===== src/hw/fmbs_pkg.sv =====
// Purpose: Shared constants for the flash mode and block select control block
// Assumes: APB with 32-bit data, one register per aligned word
// Notes:   Register indices are kept as printed; byte address is four times the index
package fmbs_pkg;

   ////////////////////////////////////////////////////////////////////////////////
   // Register indices and byte addresses
   localparam logic [15:0] FMBS_IDX_MODE_CTRL = 16'hfee0;
   localparam logic [15:0] FMBS_IDX_LARGE_SEL = 16'hfee2;
   localparam logic [15:0] FMBS_IDX_SMALL_SEL = 16'hfee3;
   localparam logic [15:0] FMBS_IDX_SUPPLY_STAT = 16'hfee4;
   localparam int FMBS_ADDR_W = 18;
   localparam logic [17:0] FMBS_ADDR_MODE_CTRL = {FMBS_IDX_MODE_CTRL, 2'b00};
   localparam logic [17:0] FMBS_ADDR_LARGE_SEL = {FMBS_IDX_LARGE_SEL, 2'b00};
   localparam logic [17:0] FMBS_ADDR_SMALL_SEL = {FMBS_IDX_SMALL_SEL, 2'b00};
   localparam logic [17:0] FMBS_ADDR_SUPPLY_STAT = {FMBS_IDX_SUPPLY_STAT, 2'b00};

   ////////////////////////////////////////////////////////////////////////////////
   // Control and status register fields
   localparam int FMBS_BIT_VPP_DET = 7;
   localparam int FMBS_BIT_SUPPLY_EN = 6;
   localparam int FMBS_BIT_ERASE_VERIFY = 3;
   localparam int FMBS_BIT_PROG_VERIFY = 2;
   localparam int FMBS_BIT_ERASE = 1;
   localparam int FMBS_BIT_PROGRAM = 0;
   localparam int FMBS_BIT_SETTLED = 0;
   localparam logic [7:0] FMBS_RESET_VAL = 8'h00;
   localparam logic [3:0] FMBS_MODE_RESET = 4'h0;

   ////////////////////////////////////////////////////////////////////////////////
   // Block map: seven 16 kbyte and one 12 kbyte large blocks, eight 512 byte small blocks
   localparam int FMBS_NUM_BLK = 8;
   localparam int FMBS_LARGE_KB = 16;
   localparam int FMBS_SHORT_LARGE_KB = 12;
   localparam int FMBS_SMALL_BYTES = 512;
   localparam logic [17:0] FMBS_PAGE1_BASE = 18'h10000;
   localparam logic [17:0] FMBS_SHORT_LARGE_END = 18'h13000 - 18'h1;
   localparam logic [17:0] FMBS_SMALL_END = FMBS_PAGE1_BASE + 18'h3fff;
   localparam logic [17:0] FMBS_FLASH_END = 18'h2ffff;
   localparam logic [3:0] FMBS_LB0_SLOT = 4'hb;

   ////////////////////////////////////////////////////////////////////////////////
   // Supply settle time
   localparam int FMBS_CLK_PERIOD_NS = 4;
   localparam int FMBS_SETTLE_NS = 5000;
   localparam int FMBS_SETTLE_CYC = (FMBS_SETTLE_NS + FMBS_CLK_PERIOD_NS - 1) / FMBS_CLK_PERIOD_NS;
   localparam int FMBS_CNT_W = 11;

endpackage : fmbs_pkg


===== src/hw/fmbs_blk_map.sv =====
// Purpose: Maps a flash byte offset onto its large or small erase block
// Assumes: 18-bit offset; page 0 low 16 kbytes alias the page 1 window
// Notes:   Offsets outside the flash array report no hit
`timescale 1ns/1ns
`default_nettype none
module fmbs_blk_map
   import fmbs_pkg::*;
(
   input wire logic [17:0] addr_i,
   input wire logic [7:0] large_sel_i,
   input wire logic [7:0] small_sel_i,
   output logic is_large_o,
   output logic is_small_o,
   output logic [2:0] blk_idx_o,
   output logic hit_sel_o
);

   logic [17:0] norm_addr;
   logic in_short_large;
   logic in_small;
   logic in_large;
   logic [3:0] slot_diff;

   // Page 0 mapping area is the same memory as the page 1 copy
   assign norm_addr = (addr_i[17:14] == 4'h0) ? (addr_i | FMBS_PAGE1_BASE) : addr_i;
   assign in_short_large = (norm_addr >= FMBS_PAGE1_BASE) && (norm_addr <= FMBS_SHORT_LARGE_END);
   assign in_small = (norm_addr > FMBS_SHORT_LARGE_END) && (norm_addr <= FMBS_SMALL_END);
   assign in_large = (norm_addr > FMBS_SMALL_END) && (norm_addr <= FMBS_FLASH_END);
   assign slot_diff = FMBS_LB0_SLOT - norm_addr[17:14];

   assign is_large_o = in_short_large | in_large;
   assign is_small_o = in_small;
   assign blk_idx_o = in_short_large ? 3'h7 : (in_small ? norm_addr[11:9] : slot_diff[2:0]);
   assign hit_sel_o = (is_large_o & large_sel_i[blk_idx_o]) | (is_small_o & small_sel_i[blk_idx_o]);

endmodule // fmbs_blk_map
`default_nettype wire


===== src/hw/fmbs_ctrl.sv =====
// Purpose: Flash mode control and erase/program block select registers on APB
// Assumes: Voltage detect and standby inputs are synchronous to CLK_I
// Notes:   Zero wait state slave; unmapped addresses answer with PSLVERR
//
// Local design decisions: the placing of the registers and the APB register port.
`timescale 1ns/1ns
`default_nettype none
module fmbs_ctrl
   import fmbs_pkg::*;
#(
   parameter int SETTLE_CYC = FMBS_SETTLE_CYC
)
(
   input wire logic CLK_I,
   input wire logic RESET_I,
   input wire logic VPP_DETECT_I,
   input wire logic STANDBY_I,
   input wire logic [17:0] FLASH_ADDR_I,
   input wire logic PSEL_I,
   input wire logic PENABLE_I,
   input wire logic PWRITE_I,
   input wire logic [31:0] PADDR_I,
   input wire logic [31:0] PWDATA_I,
   input wire logic [3:0] PSTRB_I,
   output logic [31:0] PRDATA_O,
   output logic PREADY_O,
   output logic PSLVERR_O,
   output logic PROG_SUPPLY_EN_O,
   output logic PROGRAM_MODE_O,
   output logic ERASE_MODE_O,
   output logic PROG_VERIFY_O,
   output logic ERASE_VERIFY_O,
   output logic SUPPLY_SETTLED_O,
   output logic [7:0] LARGE_BLK_SEL_O,
   output logic [7:0] SMALL_BLK_SEL_O,
   output logic ADDR_IN_SEL_BLK_O
);

   ////////////////////////////////////////////////////////////////////////////////
   // Address decode
   function automatic logic addr_is(input logic [31:0] a, input logic [17:0] reg_addr);
      addr_is = (a[31:FMBS_ADDR_W] == '0) && (a[FMBS_ADDR_W-1:0] == reg_addr);
   endfunction

   logic sel_ctrl;
   logic sel_large;
   logic sel_small;
   logic sel_stat;
   logic mapped;
   logic wr_access;
   logic wr_lane0;

   assign sel_ctrl = addr_is(PADDR_I, FMBS_ADDR_MODE_CTRL);
   assign sel_large = addr_is(PADDR_I, FMBS_ADDR_LARGE_SEL);
   assign sel_small = addr_is(PADDR_I, FMBS_ADDR_SMALL_SEL);
   assign sel_stat = addr_is(PADDR_I, FMBS_ADDR_SUPPLY_STAT);
   assign mapped = sel_ctrl | sel_large | sel_small | sel_stat;
   assign wr_access = PSEL_I & PENABLE_I & PWRITE_I & mapped;
   // Registers are eight bits wide, so only byte lane 0 carries data
   assign wr_lane0 = wr_access & PSTRB_I[0];

   assign PREADY_O = 1'b1;
   assign PSLVERR_O = PSEL_I & PENABLE_I & ~mapped;

   ////////////////////////////////////////////////////////////////////////////////
   // Clearing conditions
   logic clear_all;

   // Standby and loss of programming voltage act like reset on every register except the read data, which only RESET_I clears
   assign clear_all = RESET_I | STANDBY_I | ~VPP_DETECT_I;

   ////////////////////////////////////////////////////////////////////////////////
   // Control and block select registers
   logic supply_en_reg;
   logic supply_en_next;
   logic [3:0] mode_reg;
   logic [3:0] mode_next;
   logic [7:0] large_sel_reg;
   logic [7:0] large_sel_next;
   logic [7:0] small_sel_reg;
   logic [7:0] small_sel_next;
   logic [3:0] mode_gate;
   logic [7:0] blk_gate;

   // Gate uses the stored enable, so a write setting both at once cannot slip a mode in
   assign mode_gate = {4{supply_en_reg}};
   assign blk_gate = {8{supply_en_reg}};

   assign supply_en_next = (wr_lane0 & sel_ctrl) ? PWDATA_I[FMBS_BIT_SUPPLY_EN] : supply_en_reg;
   // Bits 5 and 4 are never stored
   assign mode_next = (wr_lane0 & sel_ctrl) ? (PWDATA_I[3:0] & mode_gate) : mode_reg;
   assign large_sel_next = (wr_lane0 & sel_large) ? (PWDATA_I[7:0] & blk_gate) : large_sel_reg;
   assign small_sel_next = (wr_lane0 & sel_small) ? (PWDATA_I[7:0] & blk_gate) : small_sel_reg;

   always_ff @(posedge CLK_I) begin
      if (clear_all) begin
         supply_en_reg <= 1'b0;
         mode_reg <= FMBS_MODE_RESET;
      end else begin
         supply_en_reg <= supply_en_next;
         mode_reg <= mode_next;
      end
   end

   always_ff @(posedge CLK_I) begin
      if (clear_all) begin
         large_sel_reg <= FMBS_RESET_VAL;
         small_sel_reg <= FMBS_RESET_VAL;
      end else begin
         large_sel_reg <= large_sel_next;
         small_sel_reg <= small_sel_next;
      end
   end

   ////////////////////////////////////////////////////////////////////////////////
   // Supply settle timer
   logic [FMBS_CNT_W-1:0] settle_cnt_reg;
   logic [FMBS_CNT_W-1:0] settle_cnt_next;
   logic settled;
   localparam logic [FMBS_CNT_W-1:0] SETTLE_LAST = FMBS_CNT_W'(SETTLE_CYC);

   // Status only; the hardware does not block software that ignores it
   assign settled = (settle_cnt_reg == SETTLE_LAST);
   assign settle_cnt_next = (!supply_en_reg) ? '0 : (settled ? settle_cnt_reg : settle_cnt_reg + 1'b1);

   always_ff @(posedge CLK_I) begin
      if (clear_all) begin
         settle_cnt_reg <= '0;
      end else begin
         settle_cnt_reg <= settle_cnt_next;
      end
   end

   ////////////////////////////////////////////////////////////////////////////////
   // Read data
   logic [7:0] ctrl_view;
   logic [7:0] rd_byte;

   // Bit 7 follows the detect input live, which gives 0x80 after reset with voltage on
   assign ctrl_view = {VPP_DETECT_I, supply_en_reg, 2'b00, mode_reg};
   assign rd_byte = sel_ctrl ? ctrl_view :
                    sel_large ? large_sel_reg :
                    sel_small ? small_sel_reg :
                    sel_stat ? {7'h00, settled} : 8'h00;

   always_ff @(posedge CLK_I) begin
      if (RESET_I) begin
         PRDATA_O <= 32'h0000_0000;
      end else if (PSEL_I & ~PENABLE_I & ~PWRITE_I) begin
         PRDATA_O <= {24'h00_0000, rd_byte};
      end
   end

   ////////////////////////////////////////////////////////////////////////////////
   // Outputs to the flash array
   assign PROG_SUPPLY_EN_O = supply_en_reg;
   assign ERASE_VERIFY_O = mode_reg[FMBS_BIT_ERASE_VERIFY];
   assign PROG_VERIFY_O = mode_reg[FMBS_BIT_PROG_VERIFY];
   assign ERASE_MODE_O = mode_reg[FMBS_BIT_ERASE];
   assign PROGRAM_MODE_O = mode_reg[FMBS_BIT_PROGRAM];
   assign SUPPLY_SETTLED_O = settled;
   assign LARGE_BLK_SEL_O = large_sel_reg;
   assign SMALL_BLK_SEL_O = small_sel_reg;

   fmbs_blk_map u_blk_map (
      .addr_i(FLASH_ADDR_I),
      .large_sel_i(large_sel_reg),
      .small_sel_i(small_sel_reg),
      .is_large_o(),
      .is_small_o(),
      .blk_idx_o(),
      .hit_sel_o(ADDR_IN_SEL_BLK_O)
   );

endmodule // fmbs_ctrl
`default_nettype wire


===== config.mk =====
export PLATFORM = sky130hd
export DESIGN_NAME = fmbs_ctrl
export DESIGN_NICKNAME = d
export VERILOG_FILES = /design/src/hw/fmbs_pkg.sv /design/src/hw/fmbs_blk_map.sv /design/src/hw/fmbs_ctrl.sv
export SDC_FILE = /design/constraint.sdc
export NUM_CORES = 1
export LEC_CHECK = 0
export BUFFER_PORTS_ARGS = -buffer_cell sky130_fd_sc_hd__buf_2
export CAP_MARGIN = 20
export CORE_MARGIN = 1
export CORE_UTILIZATION = 38
export DETAILED_ROUTE_END_ITERATION = 10
export PLACE_DENSITY = 0.76
export SYNTH_ARGS = -nofsm -noshare
export SYNTH_HDL_FRONTEND = slang
export SYNTH_SLANG_ARGS = --single-unit

===== constraint.sdc =====
create_clock -name CLK_I -period 1.85 [get_ports CLK_I]
set_input_delay 0.0925 -clock CLK_I [delete_from_list [all_inputs] [get_ports CLK_I]]
set_output_delay 0.0925 -clock CLK_I [all_outputs]
set_load 0.01 [all_outputs]

Yosys cells after proc, flatten, opt, wreduce, memory -nomap -nowiden
Index checks and enable logic that the tools add are counted.
- equality and inequality tests: 5
- order comparisons: 7
- bitwise gates (word level): 26
- add/subtract/negate cells: 2
- reduce and logical (&&, ||, !) cells: 10
- mux-type cells: 11
- operator list (operator ; number):
    18-bit == test (second input constant) ; 4
    18-bit by 17-bit greater-than comparator with 1-bit output (second input constant) ; 2
    18-bit by 17-bit <= comparator with 1-bit output (second input constant) ; 2
    8-bit two-way mux ; 3
    18-bit by 17-bit >= comparator with 1-bit output (second input constant) ; 1
    18-bit <= comparator (second input constant) ; 1
    17-bit two-way mux ; 1
    14-bit zero test ; 1
    1-bit bitwise AND ; 12
    11-bit by 1-bit adder with 11-bit output (second input constant) ; 1
    11-bit == test (second input constant) ; 1
    8-bit bitwise AND ; 1
    1-bit logical AND ; 7
    1-bit bitwise OR ; 7
    1-bit binary-select mux with 3-bit select ; 2
    3-bit two-way mux ; 2
    1-bit NOT ; 5
    4-bit bitwise AND ; 1
    4-bit zero test ; 1
    3-bit by 4-bit < comparator with 1-bit output (second input constant) ; 1
    1-bit two-way mux ; 3
    2-bit by 3-bit subtractor with 3-bit output (first input constant) ; 1
    2-bit OR reduction ; 1
- logic and storage cells: 67
- input port bits: 93
- bits in registers: 40
- output and inout bits: 57

Longest topological paths before layout
- depth in word-level cells: 10
- gate-level depth with buffers: 7
- depth with buffers taken out: 7

Hierarchy
From an unflattened synthesis, not the netlist that was laid out.
- cells, all modules: 288
- area, all modules: 2441.1 um^2
- modules (own cells, without submodules) (module ; times used ; cells each ; area an instance (um^2)):
    fmbs_ctrl ; 1 ; 245 ; 2130.8
    fmbs_blk_map ; 1 ; 43 ; 310.3

Least setup slack after synthesis
Ideal clock, no wire load.
- kind: in2reg
- start: input port PADDR_I[1]
- end: register supply_en_reg, in the netlist PROG_SUPPLY_EN_O
- buffers on the path: 1
- slack: -0.162 ns
- required time: 1.722 ns
- stages: 6
- arrival: 1.885 ns
- library setup time: 0.128 ns
- cells stage by stage: or4b_4 or4_4 buf_6 nor4_4 mux2i_1 nor2_1
- word-level cells in the longest chain between the ends: 8
- RTL lines (item ; line ; RTL):
    from (decl) ; fmbs_ctrl.sv:22 ; input wire logic [31:0] PADDR_I,
    18-bit == test ; fmbs_ctrl.sv:42 ; addr_is = (a[31:FMBS_ADDR_W] == '0) && (a[FMBS_ADDR_W-1:0] == reg_addr);
    1-bit logical AND ; fmbs_ctrl.sv:42 ;
    1-bit bitwise OR (3 in a row) ; fmbs_ctrl.sv:57 ; assign mapped = sel_ctrl | sel_large | sel_small | sel_stat;
    1-bit bitwise AND ; fmbs_ctrl.sv:58 ; assign wr_access = PSEL_I & PENABLE_I & PWRITE_I & mapped;
    1-bit bitwise AND ; fmbs_ctrl.sv:60 ; assign wr_lane0 = wr_access & PSTRB_I[0];
    1-bit bitwise AND (*) ; fmbs_ctrl.sv:89 ; assign supply_en_next = (wr_lane0 & sel_ctrl) ? PWDATA_I[FMBS_BIT_SUPPLY_EN] : supply_en_reg;
    to (signal assigned) ; fmbs_ctrl.sv:100 ; supply_en_reg <= supply_en_next;
    to (decl) ; fmbs_ctrl.sv:74 ; logic supply_en_reg;
Every way passes the cells marked *; elsewhere a longest branch is shown, timed or not.
A chain may end at the register's enable or synchronous reset.

Worst setup path in the final report
- start: input port PADDR_I[6]
- end: output port PSLVERR_O
- word-level cells in the longest chain between the ends: 7
- RTL lines (item ; line ; RTL):
    18-bit == test ; fmbs_ctrl.sv:42 ;
    1-bit logical AND ; fmbs_ctrl.sv:42 ;
    1-bit bitwise OR (2 in a row) ; fmbs_ctrl.sv:57 ;
    1-bit bitwise OR (*) ; fmbs_ctrl.sv:57 ;
    1-bit NOT (*) ; fmbs_ctrl.sv:63 ; assign PSLVERR_O = PSEL_I & PENABLE_I & ~mapped;
    1-bit bitwise AND (*) ; fmbs_ctrl.sv:63 ;
    to (decl) ; fmbs_ctrl.sv:27 ; output logic PSLVERR_O,
Marks and branches as above.

==> impl_metrics.tcl <==
set metrics [dict create \
    cts_root_buf "clkbuf_8" \
    yosysWarnings 0 \
    rr_worst_depth 7 \
    leakagePower_nw 1.31 \
    routed_via_density 5.22 \
    initial_utilization_pct 39.4 \
    numCtsBuffers 5 \
    power_density_mw_per_mm2 572 \
    path_class "primary input to output pin" \
    hpwlAfterDp_um 4920 \
    total_power_w 0.00175 \
    ant_nets 0 \
    fin_nets 482 \
    synth_edf_count 0 \
    die-height_um 80.3 \
    slew_violations 0 \
    hold_path_end "PRDATA_O[6]" \
    end_kind "output pin" \
    fmax_ghz 0.550 \
    yosys-top-cells-area "dfxtp_1 34%, buf_4 8.0%, nand2_1 5.5%" \
    worstReg2RegStart "settle_cnt_reg[0]" \
    hp-class "primary input to flip-flop" \
    grt_max_degree 22 \
    worstSetupStartpoint "PADDR_I[6]" \
    hold_viol_final 0 \
    dp.cells 453 \
    wire_per_inst_um 13.6 \
    worst_clock_skew_ns 0.00605 \
    ioPinCount 150 \
    grt_antenna_before_repair 0 \
    clkSlewWorstSetupHoldPaths_ns 0.08 \
    cts_tree "yes" \
    drive_gt1_share_pct 35.1 \
    r2r_setup_slack_ns 0.19 \
    synth_common_cells "40 x dfxtp_1, 34 x nand2_1, 25 x buf_4" \
    hold_path_depth 2 \
    yosys.area.top_type "dfxtp_1" \
    utilization_pct 51.8 \
    holdCritStartpoint "RESET_I" \
    synth_seq_cells 40 \
    fin_crit_ns 1.82 \
    cp.arrival_ns 1.73 \
    largest_reg_flops 11 \
    finalCritPeriodShare_pct 98.3 \
    die_w_um 80.3 \
    routed_wl_um 6280 \
    dieArea_sq_mm 0.00645 \
    rr_endpoint "PRDATA_O[0]" \
    cp.required_ns 1.76 \
    synth.top_cell.area_share_pct 34.3 \
    grt_usage_pct 19.8 \
    tns_ns 0 \
    rsz0062_at_grt "true" \
    clk_latency_ns 0.29 \
    num_rows 28 \
    ys.flop_type "dfxtp_1" \
    core_sq_mm 0.00592 \
    drv_cap 0 \
    area_delta_synth_final_pct 31.4 \
    synth.avg_cell_area_sq_um 8.27 \
    place_area_sq_mm 0.00288 \
    cts_buffer_depth 2 \
    finalInstanceArea_sq_mm 0.00306 \
    tightest_slew_ns 0.725 \
    cts.sinks 40 \
    yosysMostFrequentCell "dfxtp_1" \
    grt_first_pass_wirelength_um 9870 \
    critPathMaxFanout 3 \
    synth_cell_types 49 \
    gp_congestion 0.803 \
    dr.pass1.iters 4 \
    cts_max_level 2 \
    grt_pass1_vias 2083 \
    syn_area_sq_mm 0.00233 \
    fin_cells 463 \
    relSlewSlack_pct 51.5 \
    synthArstFlopShare_pct 0 \
    port-buffer-count 88 \
    drc 0 \
    status "complete, no violations" \
    finalSetupViolations 0 \
    via_count 2418 \
    seq_area_frac_synth_pct 34.3 \
    worst_setup_path_start_kind "primary input" \
    n_antenna_cell 0 \
    grt_overflow 0 \
    syn_inst 282 \
    ir_worst_vdd_v 0.000394 \
    drt-initial-drc-count 123 \
]
-- worst max-delay path by stage --
stage	endpoint	slack [ns]	cells past startpoint
6_report	PSLVERR_O	0.03	7
2_1_floorplan	PROG_SUPPLY_EN_O	-0.16	6
5_1_grt	SUPPLY_SETTLED_O	-0.01	7
3_3_place_gp	PRDATA_O[0]	-0.19	7
4_1_cts	PSLVERR_O	0.002	7
3_5_place_dp	LARGE_BLK_SEL_O[6]	-0.24	7
-- logic make-up (layout without fill, tap and decap cells) --
group | after synthesis | count (layout) | share of synthesized area [%]
xor+xnor | 8 | 8 | 3.00
simple gates | 128 | 128 | 30.3
buf+inv | 41 | 124 | 11.0
flops | 40 | 40 | 34.3
compound gates | 49 | 49 | 14.3
fa+ha+maj | 2 | 2 | 1.07
other cells | 2 | 25 | 0.322
mux | 12 | 12 | 5.69
-- worst max-delay path, stage by stage --
cell	delay [ns]
buf_6	0.09
or4b_4	0.54
or4_4	0.55
nor2_4	0.10
o22ai_2	0.07
and3_1	0.15
buf_2	0.13
-- routing by layer --
layer | track usage, % | share of wire, % | vias up
met5 | 0 | 0 | -
met4 | 6.96 | 1.4 | 0
met3 | 3.07 | 5.7 | 8
met2 | 32.6 | 48 | 89
met1 | 26.1 | 45 | 1140
li1 | - | - | 1181
-- layout by cell type (no fill, tap or decap), types with 6 or more instances in the layout --
cell and count:
mux2i_1 11, a21oi_1 20, xor2_1 6, a221oi_1 6, buf_2 87, dfxtp_1 40, and2_1 6, nand2_1 34
nor2_1 22, nand3_1 15, conb_1 25, nor3_1 7, nand4_1 7, buf_4 21, a22o_1 7
-- final cells by class --
type,instances,area [sq um]
clock buffer,5,68.8
clock inverter,3,42.5
fill,567,2860
inverter,5,18.8
multi-input combinational,224,1410
sequential,40,801
tap,75,93.8
timing repair buffer,111,627
-- report_power, final --
group | total, W | internal [W] | switching, W
sequential | 0.000866 | 0.000864 | 0.00000222
combinational | 0.000178 | 0.0000779 | 0.0000996
clock | 0.000710 | 0.000399 | 0.000311
total | 0.00175 | 0.00134 | 0.000412
-- timing repair --
action	in CTS	in global routing
setup buffers	2	0
endpoints found under the setup margin	1	13
pin swaps	6	5
gates resized for setup	6	8
hold buffers	0	0
-- metrics by stage --
| step | hold slack, ns | worst slack [ns] |
|---|---|---|
| after detailed placement | 0.381 | -0.243 |
| after global routing | 0.0738 | -0.0118 |
| after global placement | 0.384 | -0.195 |
| after CTS | 0.0574 | 0.00158 |
| final | 0.0666 | 0.0316 |
| after floorplan | 0.240 | -0.162 |
(Power assumes the default switching activity.)
